==> src/design/dpa_map.svh <==
// constants for the dual alternate-function port block: bit positions and reset values
// assumes inclusion by bare name from the package and the port modules
`ifndef DPA_MAP_SVH
`define DPA_MAP_SVH
`define DPA_WIDTH 8
`define DPA_LATCH_RST 8'hff
`define DPA_P3_RXD 0
`define DPA_P3_TXD 1
`define DPA_P3_IRQ0 2
`define DPA_P3_IRQ1 3
`define DPA_P3_CNT0 4
`define DPA_P3_CNT1 5
`define DPA_P3_WRS 6
`define DPA_P3_RDS 7
`define DPA_P1_CC_LO 0
`define DPA_P1_CC_HI 3
`define DPA_P1_IRQ2 4
`define DPA_P1_RELOAD 5
`define DPA_P1_SYSTEM_CLOCK_PIN 6
`define DPA_P1_CNT2 7
`endif

==> src/design/dpa_pkg.sv <==
// types shared by the dual alternate-function port block
// assumes dpa_map.svh is on the include path
`default_nettype none
`include "dpa_map.svh"
package dpa_pkg;
  // alternate outputs from the peripherals for one port, active level as on the pin
  typedef struct packed {
    logic [`DPA_WIDTH-1:0] alt_out;
    logic [`DPA_WIDTH-1:0] force_en;
  } dpa_alt_t;
  // pin side of one port: pull-down drive level and its enable
  typedef struct packed {
    logic [`DPA_WIDTH-1:0] pad_out;
    logic [`DPA_WIDTH-1:0] pad_oe;
  } dpa_pad_t;
endpackage
`default_nettype wire

==> src/design/dpa_pin_cell.sv <==
// one quasi-bidirectional port of eight pins: latch, pull-down drive, input sample
// assumes pad inputs synchronous to ref_clk; the board pull-up sets released pins high
`default_nettype none
`include "dpa_map.svh"
module dpa_pin_cell (
  input wire logic ref_clk,
  input wire logic arst_n,
  input wire logic latch_we,
  input wire logic [7:0] latch_wdata,
  input wire dpa_pkg::dpa_alt_t alt,
  input wire logic [7:0] pad_in,
  output logic [7:0] latch_q,
  output logic [7:0] pin_q,
  output var dpa_pkg::dpa_pad_t pad
);
  // ==========================================
  // latch
  // all ones at reset so pins start released
  always_ff @(posedge ref_clk or negedge arst_n) begin
    if (!arst_n) begin
      latch_q <= `DPA_LATCH_RST;
    end else if (latch_we) begin
      latch_q <= latch_wdata;
    end
  end
  // ==========================================
  // per-pin drive: low when latch or alternate low (alternate alone when forced), released otherwise
  genvar i;
  generate
    for (i = 0; i < `DPA_WIDTH; i++) begin : g_pin
      logic drive_low;
      // a forced alternate (compare) ignores the latch
      assign drive_low = alt.force_en[i] ? !alt.alt_out[i] : (!latch_q[i] || !alt.alt_out[i]);
      always_ff @(posedge ref_clk or negedge arst_n) begin
        if (!arst_n) begin
          pad.pad_out[i] <= 1'b0;
          pad.pad_oe[i] <= 1'b0;
          pin_q[i] <= 1'b1;
        end else begin
          pad.pad_out[i] <= 1'b0;
          pad.pad_oe[i] <= drive_low;
          pin_q[i] <= pad_in[i] && !drive_low;
        end
      end
    end
  endgenerate
  // ==========================================
  // checks
  led_zero_a: assert property (@(posedge ref_clk) disable iff (!arst_n)
    (!latch_q[0] && !alt.force_en[0]) |=> pad.pad_oe[0]) else $error("pin not pulled low with latch zero");
  released_a: assert property (@(posedge ref_clk) disable iff (!arst_n)
    (latch_q[1] && alt.alt_out[1]) |=> !pad.pad_oe[1]) else $error("pin driven while released");
endmodule
`default_nettype wire

==> src/design/dpa_ports.sv <==
// two quasi-bidirectional ports with their alternate functions
// assumes peripherals on the core side and pull-ups plus memory on the board side
`default_nettype none
`include "dpa_map.svh"
// What this block does
// - port_three has eight pins with pull-ups; latch one lets a pin be input.
// - port_one has eight pins with pull-ups; latch one lets a pin be input.
// - port_three alternates work only while the pin latch holds one.
// - port_one alternates need latch one, except compare outputs.
// - port_three bit 0 carries serial receive, or sync data line.
// - port_three bit 1 carries serial transmit, or sync shift clock.
// - port_three bits 2 and 3 are external interrupts and timer gates.
// - port_three bits 4 and 5 are counter inputs for timers 0 and 1.
// - port_three bit 6 outputs the external memory write strobe.
// - port_three bit 7 outputs the external memory read strobe.
// - port_one carries low address byte during program verification.
// - port_one bits 0-3 combine interrupt, compare output and capture input.
// - port_one bit 4 is external interrupt two.
// - port_one bit 5 is the timer 2 reload trigger.
// - port_one bit 6 can output the system clock.
// - port_one bit 7 is counter input for timer 2.
module dpa_ports (
  input wire logic ref_clk,
  input wire logic arst_n,
  input wire logic p3_we,
  input wire logic [7:0] p3_wdata,
  input wire logic p1_we,
  input wire logic [7:0] p1_wdata,
  input wire logic serial_sync_mode,
  input wire logic serial_data_out,
  input wire logic serial_transmit_out,
  input wire logic store_strobe_n,
  input wire logic load_strobe_n,
  input wire logic [3:0] compare_en,
  input wire logic [3:0] compare_out,
  input wire logic system_clock_pin_en,
  input wire logic system_clock_pin_level,
  input wire logic verify_mode,
  input wire logic [7:0] verify_addr_lo,
  input wire logic [7:0] port_three_in,
  input wire logic [7:0] port_one_in,
  output logic [7:0] port_three_out,
  output logic [7:0] port_three_oe,
  output logic [7:0] port_one_out,
  output logic [7:0] port_one_oe,
  output logic [7:0] port_three_latch,
  output logic [7:0] port_one_latch,
  output logic [7:0] port_three_pins,
  output logic [7:0] port_one_pins,
  output logic serial_receive_pin,
  output logic ext_irq_zero,
  output logic ext_irq_one,
  output logic counter_zero_input,
  output logic counter_one_input,
  output logic [3:0] ext_irq_three_six,
  output logic [3:0] capture_in,
  output logic ext_irq_two,
  output logic reload_trigger_input,
  output logic counter_two_input
);
  // ==========================================
  // alternate output assembly, idle high means released
  dpa_pkg::dpa_alt_t p3_alt;
  dpa_pkg::dpa_alt_t p1_alt;
  dpa_pkg::dpa_pad_t p3_pad;
  dpa_pkg::dpa_pad_t p1_pad;
  logic [7:0] p1_wr_mux;
  logic p1_we_mux;
  always_comb begin
    p3_alt.alt_out = 8'hff;
    p3_alt.force_en = 8'h00;
    // receive pin is driven only as sync data line
    p3_alt.alt_out[`DPA_P3_RXD] = serial_sync_mode ? serial_data_out : 1'b1;
    p3_alt.alt_out[`DPA_P3_TXD] = serial_transmit_out;
    p3_alt.alt_out[`DPA_P3_WRS] = store_strobe_n;
    p3_alt.alt_out[`DPA_P3_RDS] = load_strobe_n;
    p1_alt.alt_out = 8'hff;
    p1_alt.force_en = 8'h00;
    // compare outputs bypass the latch
    p1_alt.alt_out[`DPA_P1_CC_HI:`DPA_P1_CC_LO] = ~compare_en | compare_out;
    p1_alt.force_en[`DPA_P1_CC_HI:`DPA_P1_CC_LO] = compare_en;
    // clock copy only toggles as fast as the divider in front of it
    p1_alt.alt_out[`DPA_P1_SYSTEM_CLOCK_PIN] = system_clock_pin_en ? system_clock_pin_level : 1'b1;
  end
  // verification loads the latch with the address byte each cycle
  assign p1_we_mux = p1_we || verify_mode;
  assign p1_wr_mux = verify_mode ? verify_addr_lo : p1_wdata;
  // ==========================================
  // the two ports
  dpa_pin_cell u_p3 (
    .ref_clk(ref_clk),
    .arst_n(arst_n),
    .latch_we(p3_we),
    .latch_wdata(p3_wdata),
    .alt(p3_alt),
    .pad_in(port_three_in),
    .latch_q(port_three_latch),
    .pin_q(port_three_pins),
    .pad(p3_pad)
  );
  dpa_pin_cell u_p1 (
    .ref_clk(ref_clk),
    .arst_n(arst_n),
    .latch_we(p1_we_mux),
    .latch_wdata(p1_wr_mux),
    .alt(p1_alt),
    .pad_in(port_one_in),
    .latch_q(port_one_latch),
    .pin_q(port_one_pins),
    .pad(p1_pad)
  );
  assign port_three_out = p3_pad.pad_out;
  assign port_three_oe = p3_pad.pad_oe;
  assign port_one_out = p1_pad.pad_out;
  assign port_one_oe = p1_pad.pad_oe;
  // ==========================================
  // alternate inputs, taken from sampled pin levels (already registered)
  assign serial_receive_pin = port_three_pins[`DPA_P3_RXD];
  assign ext_irq_zero = port_three_pins[`DPA_P3_IRQ0];
  assign ext_irq_one = port_three_pins[`DPA_P3_IRQ1];
  assign counter_zero_input = port_three_pins[`DPA_P3_CNT0];
  assign counter_one_input = port_three_pins[`DPA_P3_CNT1];
  assign ext_irq_three_six = port_one_pins[`DPA_P1_CC_HI:`DPA_P1_CC_LO];
  assign capture_in = port_one_pins[`DPA_P1_CC_HI:`DPA_P1_CC_LO];
  assign ext_irq_two = port_one_pins[`DPA_P1_IRQ2];
  assign reload_trigger_input = port_one_pins[`DPA_P1_RELOAD];
  assign counter_two_input = port_one_pins[`DPA_P1_CNT2];
  // ==========================================
  // checks
  store_strobe_a: assert property (@(posedge ref_clk) disable iff (!arst_n)
    (!store_strobe_n) |=> port_three_oe[`DPA_P3_WRS]) else $error("store strobe not on pin");
  load_strobe_a: assert property (@(posedge ref_clk) disable iff (!arst_n)
    (!load_strobe_n) |=> port_three_oe[`DPA_P3_RDS]) else $error("load strobe not on pin");
  compare_force_a: assert property (@(posedge ref_clk) disable iff (!arst_n)
    (compare_en[0] && compare_out[0]) |=> !port_one_oe[0]) else $error("compare high blocked by latch");
  verify_addr_a: assert property (@(posedge ref_clk) disable iff (!arst_n)
    verify_mode |=> port_one_latch == $past(verify_addr_lo)) else $error("verify address not latched");
  tx_drive_a: assert property (@(posedge ref_clk) disable iff (!arst_n)
    (!serial_transmit_out) |=> port_three_oe[`DPA_P3_TXD]) else $error("transmit low not driven");
  clk_out_a: assert property (@(posedge ref_clk) disable iff (!arst_n)
    (system_clock_pin_en && !system_clock_pin_level) |=> port_one_oe[`DPA_P1_SYSTEM_CLOCK_PIN]) else $error("clock copy low not driven");
  // a strobe cannot release a pin whose latch holds zero
  strobe_latch_a: assert property (@(posedge ref_clk) disable iff (!arst_n)
    (!port_three_latch[`DPA_P3_WRS]) |=> port_three_oe[`DPA_P3_WRS]) else $error("zero latch not driven");
  // pads only ever sink, never source a high
  sink_only_a: assert property (@(posedge ref_clk) disable iff (!arst_n)
    (port_three_out == 8'h00) && (port_one_out == 8'h00)) else $error("pad driven high");
endmodule
`default_nettype wire

==> config.mk <==
export PLATFORM = sky130hd
export DESIGN_NAME = dpa_ports
export DESIGN_NICKNAME = d
export VERILOG_FILES = /design/src/design/dpa_pkg.sv /design/src/design/dpa_pin_cell.sv /design/src/design/dpa_ports.sv
export VERILOG_INCLUDE_DIRS = /design/src /design/src/design
export SDC_FILE = /design/constraint.sdc
export NUM_CORES = 1
export LEC_CHECK = 0
export BUFFER_PORTS_ARGS = -buffer_cell sky130_fd_sc_hd__buf_2
export CAP_MARGIN = 20
export CORE_AREA = 2 2 71 73
export DETAILED_ROUTE_END_ITERATION = 10
export DIE_AREA = 0 0 73 75
export GPL_TIMING_DRIVEN = 1
export PLACE_DENSITY = 0.82
export SYNTH_ARGS = -nofsm -noshare
export SYNTH_HDL_FRONTEND = slang
export SYNTH_SLANG_ARGS = --single-unit
==> constraint.sdc <==
create_clock -name ref_clk -period 1.85 [get_ports ref_clk]
set_clock_uncertainty 0.05 [all_clocks]
set_input_delay 0.37 -clock ref_clk [delete_from_list [all_inputs] [get_ports ref_clk]]
set_output_delay 0.37 -clock ref_clk [all_outputs]
set_load 0.1 [all_outputs]
==> results.json <==
{
  "ctsLongestPathBuffers": 2,
  "clock_tree.htree_level_count": 2,
  "synth-seq-area-share_pct": 63.3,
  "critical_path.reg2reg.endpoint": "u_p1.pin_q[0]",
  "grt_pass1_vias": 1311,
  "routed_wirelength_um": 3810,
  "areaGrowthSynthToFinish_pct": 30.8,
  "cts-buffers-inserted": 5,
  "fillCellCount": 425,
  "min_from": "load_strobe_n",
  "top_level_port_count": 140,
  "dr.first_iter.drc_count": 22,
  "switching_share_pct": 45.7,
  "cts.hold.buffers_added": 1,
  "die_span_in_y_um": 75,
  "postRouteAntennaNets": 0,
  "antenna_found_initial": 0,
  "synthesis.area_per_instance_sq_um": 12.7,
  "layout_worst_path_cycle_share_pct": 91.7,
  "dominant_combinational_cell_family_by_area_after_synthesis": "buffers and inverters",
  "critPathCaptureType": "output port",
  "routed-via-count": 1374,
  "floorplan.initialDensity_pct": 42.0,
  "cp_data_required_time_ns": 1.43,
  "tritoncts": "done",
  "rr_worst_depth": 2,
  "vdd.ir_drop.worst_v": 0.000454,
  "final_number_of_max_transition_violations": 0,
  "power.switching_w": 0.00147,
  "power.total_w": 0.00322,
  "synthMuxAreaShare_pct": 8.81,
  "p_comb_share_pct": 39.9,
  "clk_transition_reported_paths_ns": 0.08,
  "timing.critical_path.max_delay_family": "flip-flops",
  "regToRegSetupSlack_ns": 0.96,
  "p_per_area_nw_per_um2": 1260,
  "hpwl_um": 3080,
  "synthesis.yosys.warnings": 0,
  "minimum_clock_period_ns": 1.70,
  "totalNegativeSetupSlack_ns": 0,
  "critPathBufInv": 1,
  "max_stage_delay_ns": 0.56,
  "rows": 25,
  "cap_violations": 0,
  "clock_network_fraction_of_total_power_pct": 22.3,
  "post-cts-setup-buffer-count": 0,
  "classification_of_the_worst_slack_hold_path": "input pin to flip-flop",
  "grt_setup_unrepaired": "no",
  "vias_per_cell": 4.28,
  "gr-usage-all-layers_pct": 13.9,
  "grt-ovfl-total": 0,
  "seq_area_sq_um": 1240,
  "reg2reg_from": "u_p1.latch_q[0]",
  "grt_start_max_net_pins": 30,
  "cellInternalPower_w": 0.00175,
  "clock_sink_count": 48,
  "setup_violations": 0,
  "post_drt_wl_per_cell_um": 11.9,
  "worstPathCellList": "buf_2",
  "synthAdderAreaFrac_pct": 0,
  "yosysUniqueCellTypes": 16,
  "layout_commonest_cell": "sky130_fd_sc_hd__buf_2",
  "synth-simple-area-share_pct": 7.34,
  "drcViolationCount": 0,
  "timing.final.hold_violations": 0,
  "die-area_sq_um": 5480,
  "seq_power_share_pct": 37.8,
  "place.port_buffers": 123,
  "fin_worst_hold_slack_ns": 0.186,
  "layout_common_cells": "sky130_fd_sc_hd__buf_2, sky130_fd_sc_hd__dfstp_2, sky130_fd_sc_hd__conb_1, sky130_fd_sc_hd__dfrtp_1, sky130_fd_sc_hd__nand2_1",
  "finish.net_count": 326,
  "die_w_um": 73,
  "library_cell_used_as_clock_root_buffer": "sky130_fd_sc_hd__clkbuf_8",
  "p_leak_nw": 1.40,
  "terminating_pin_of_the_worst_hold_path": "u_p3.pad[7]",
  "ys_ff_latch": 48,
  "worst-path-max-fanout": 4,
  "timing.critical_path.arrival_ns": 1.28,
  "layout-drive-gt1-share_pct": 62.5,
  "syn-cell-area_sq_um": 1960,
  "area_fraction_in_compound_gates_after_synthesis_pct": 4.60,
  "fmax_mhz": 590,
  "area_occupied_by_multi_input_gates_sq_um": 467,
  "crit_start_category": "flip-flop",
  "diodes": 0,
  "clkLatencyLatePin_ns": 0.29,
  "synthesis.instances": 154,
  "wire_length_of_the_first_global_routing_pass_um": 5680,
  "fp.coreArea_sq_um": 4660,
  "critical-path-slowest-cell": "sky130_fd_sc_hd__dfstp_2",
  "worst_hold_path.num_cells": 2,
  "yosys.area_share.xor_xnor_pct": 0,
  "routabilityCongestion": 0.743,
  "type_of_the_setup_path_with_the_least_slack": "flip-flop to output port",
  "outcome": "finished clean",
  "dr.pass1.iters": 2,
  "post_cts.resized_instances": 0
}
worst max path at each step:
| stage | startpoint | to | slack (ns) | cells past startpoint |
|---|---|---|---|---|
| floorplan | u_p1.pin_q[0] | ext_irq_three_six[0] | 0.20 | 1 |
| global placement | u_p1.latch_q[6] | port_one_latch[6] | 0.49 | 1 |
| detailed placement | u_p1.latch_q[4] | port_one_latch[4] | 0.46 | 1 |
| CTS | u_p1.latch_q[4] | port_one_latch[4] | 0.14 | 1 |
| global route | u_p1.pin_q[3] | capture_in[3] | 0.12 | 1 |
| finish | u_p1.latch_q[4] | port_one_latch[4] | 0.15 | 1 |
registers in the layout, indices dropped and copies added, names as in the netlist:
signal and count:
u_p1.pad 8, u_p3.latch_q 8, u_p1.latch_q 8, u_p3.pin_q 8, u_p1.pin_q 8, u_p3.pad 8
power by group through the flow:
stage	clock network [W]	logic [W]	registers, W
floorplan	0	0.000475	0.00191
global placement	0	0.00128	0.00123
detailed placement	0	0.00129	0.00124
CTS	0.000748	0.00129	0.00122
global route	0.000778	0.00132	0.00123
finish	0.000718	0.00128	0.00122
synthesized netlist by cell type:
| master | number | area share [%] |
|---|---|---|
| sky130_fd_sc_hd__dfstp_2 | 32 | 43 |
| sky130_fd_sc_hd__and3_1 | 3 | 0.96 |
| sky130_fd_sc_hd__buf_4 | 32 | 12 |
| sky130_fd_sc_hd__o21ai_1 | 8 | 2.0 |
| sky130_fd_sc_hd__inv_1 | 9 | 1.7 |
| sky130_fd_sc_hd__mux2_2 | 2 | 1.1 |
| sky130_fd_sc_hd__dfrtp_1 | 16 | 20 |
| sky130_fd_sc_hd__o211a_1 | 2 | 1.0 |
| sky130_fd_sc_hd__conb_1 | 1 | 0.19 |
| sky130_fd_sc_hd__mux2i_1 | 12 | 6.1 |
| sky130_fd_sc_hd__mux2_4 | 2 | 1.5 |
| sky130_fd_sc_hd__buf_6 | 3 | 1.7 |
| sky130_fd_sc_hd__o21ai_0 | 6 | 1.5 |
| sky130_fd_sc_hd__nor2b_1 | 4 | 1.3 |
| sky130_fd_sc_hd__nand2_1 | 15 | 2.9 |
| sky130_fd_sc_hd__and2_1 | 7 | 2.2 |
through the flow:
stage / cell area, sq um / util, % / instances / setup WS, ns
after floorplan: 2020 / - / 169 / 0.203
after global placement: 2440 / 52.5 / 312 / 0.485
after detailed placement: 2440 / 52.5 / 312 / 0.464
after CTS: 2560 / 55.0 / 321 / 0.138
after global routing: 2560 / 55.0 / 321 / 0.117
final: 2560 / 55.0 / 321 / 0.154
logic make-up after synthesis:
family	Yosys count
flops	48
buf+inv	44
simple gates	29
compound gates	16
mux	16
other cells	1
metal layers:
metal / vias to the layer above / track usage (%) / routed length (um)
li1: 663 / - / -
met3: 8 / 3.61 / 290
met4: 0 / 7.41 / 72
met2: 74 / 25.5 / 2050
met5: - / 0 / 0
met1: 629 / 14.4 / 1410
layout make-up:
class / count / share of cell area, %
Multi-Input combinational cell: 77 / 18.2
Clock buffer: 6 / 2.83
Tap cell: 54 / 2.64
Sequential cell: 48 / 48.4
Clock inverter: 2 / 1.37
Timing Repair Buffer: 125 / 25.2
Inverter: 9 / 1.32
Power figures use the tool's default switching activity.
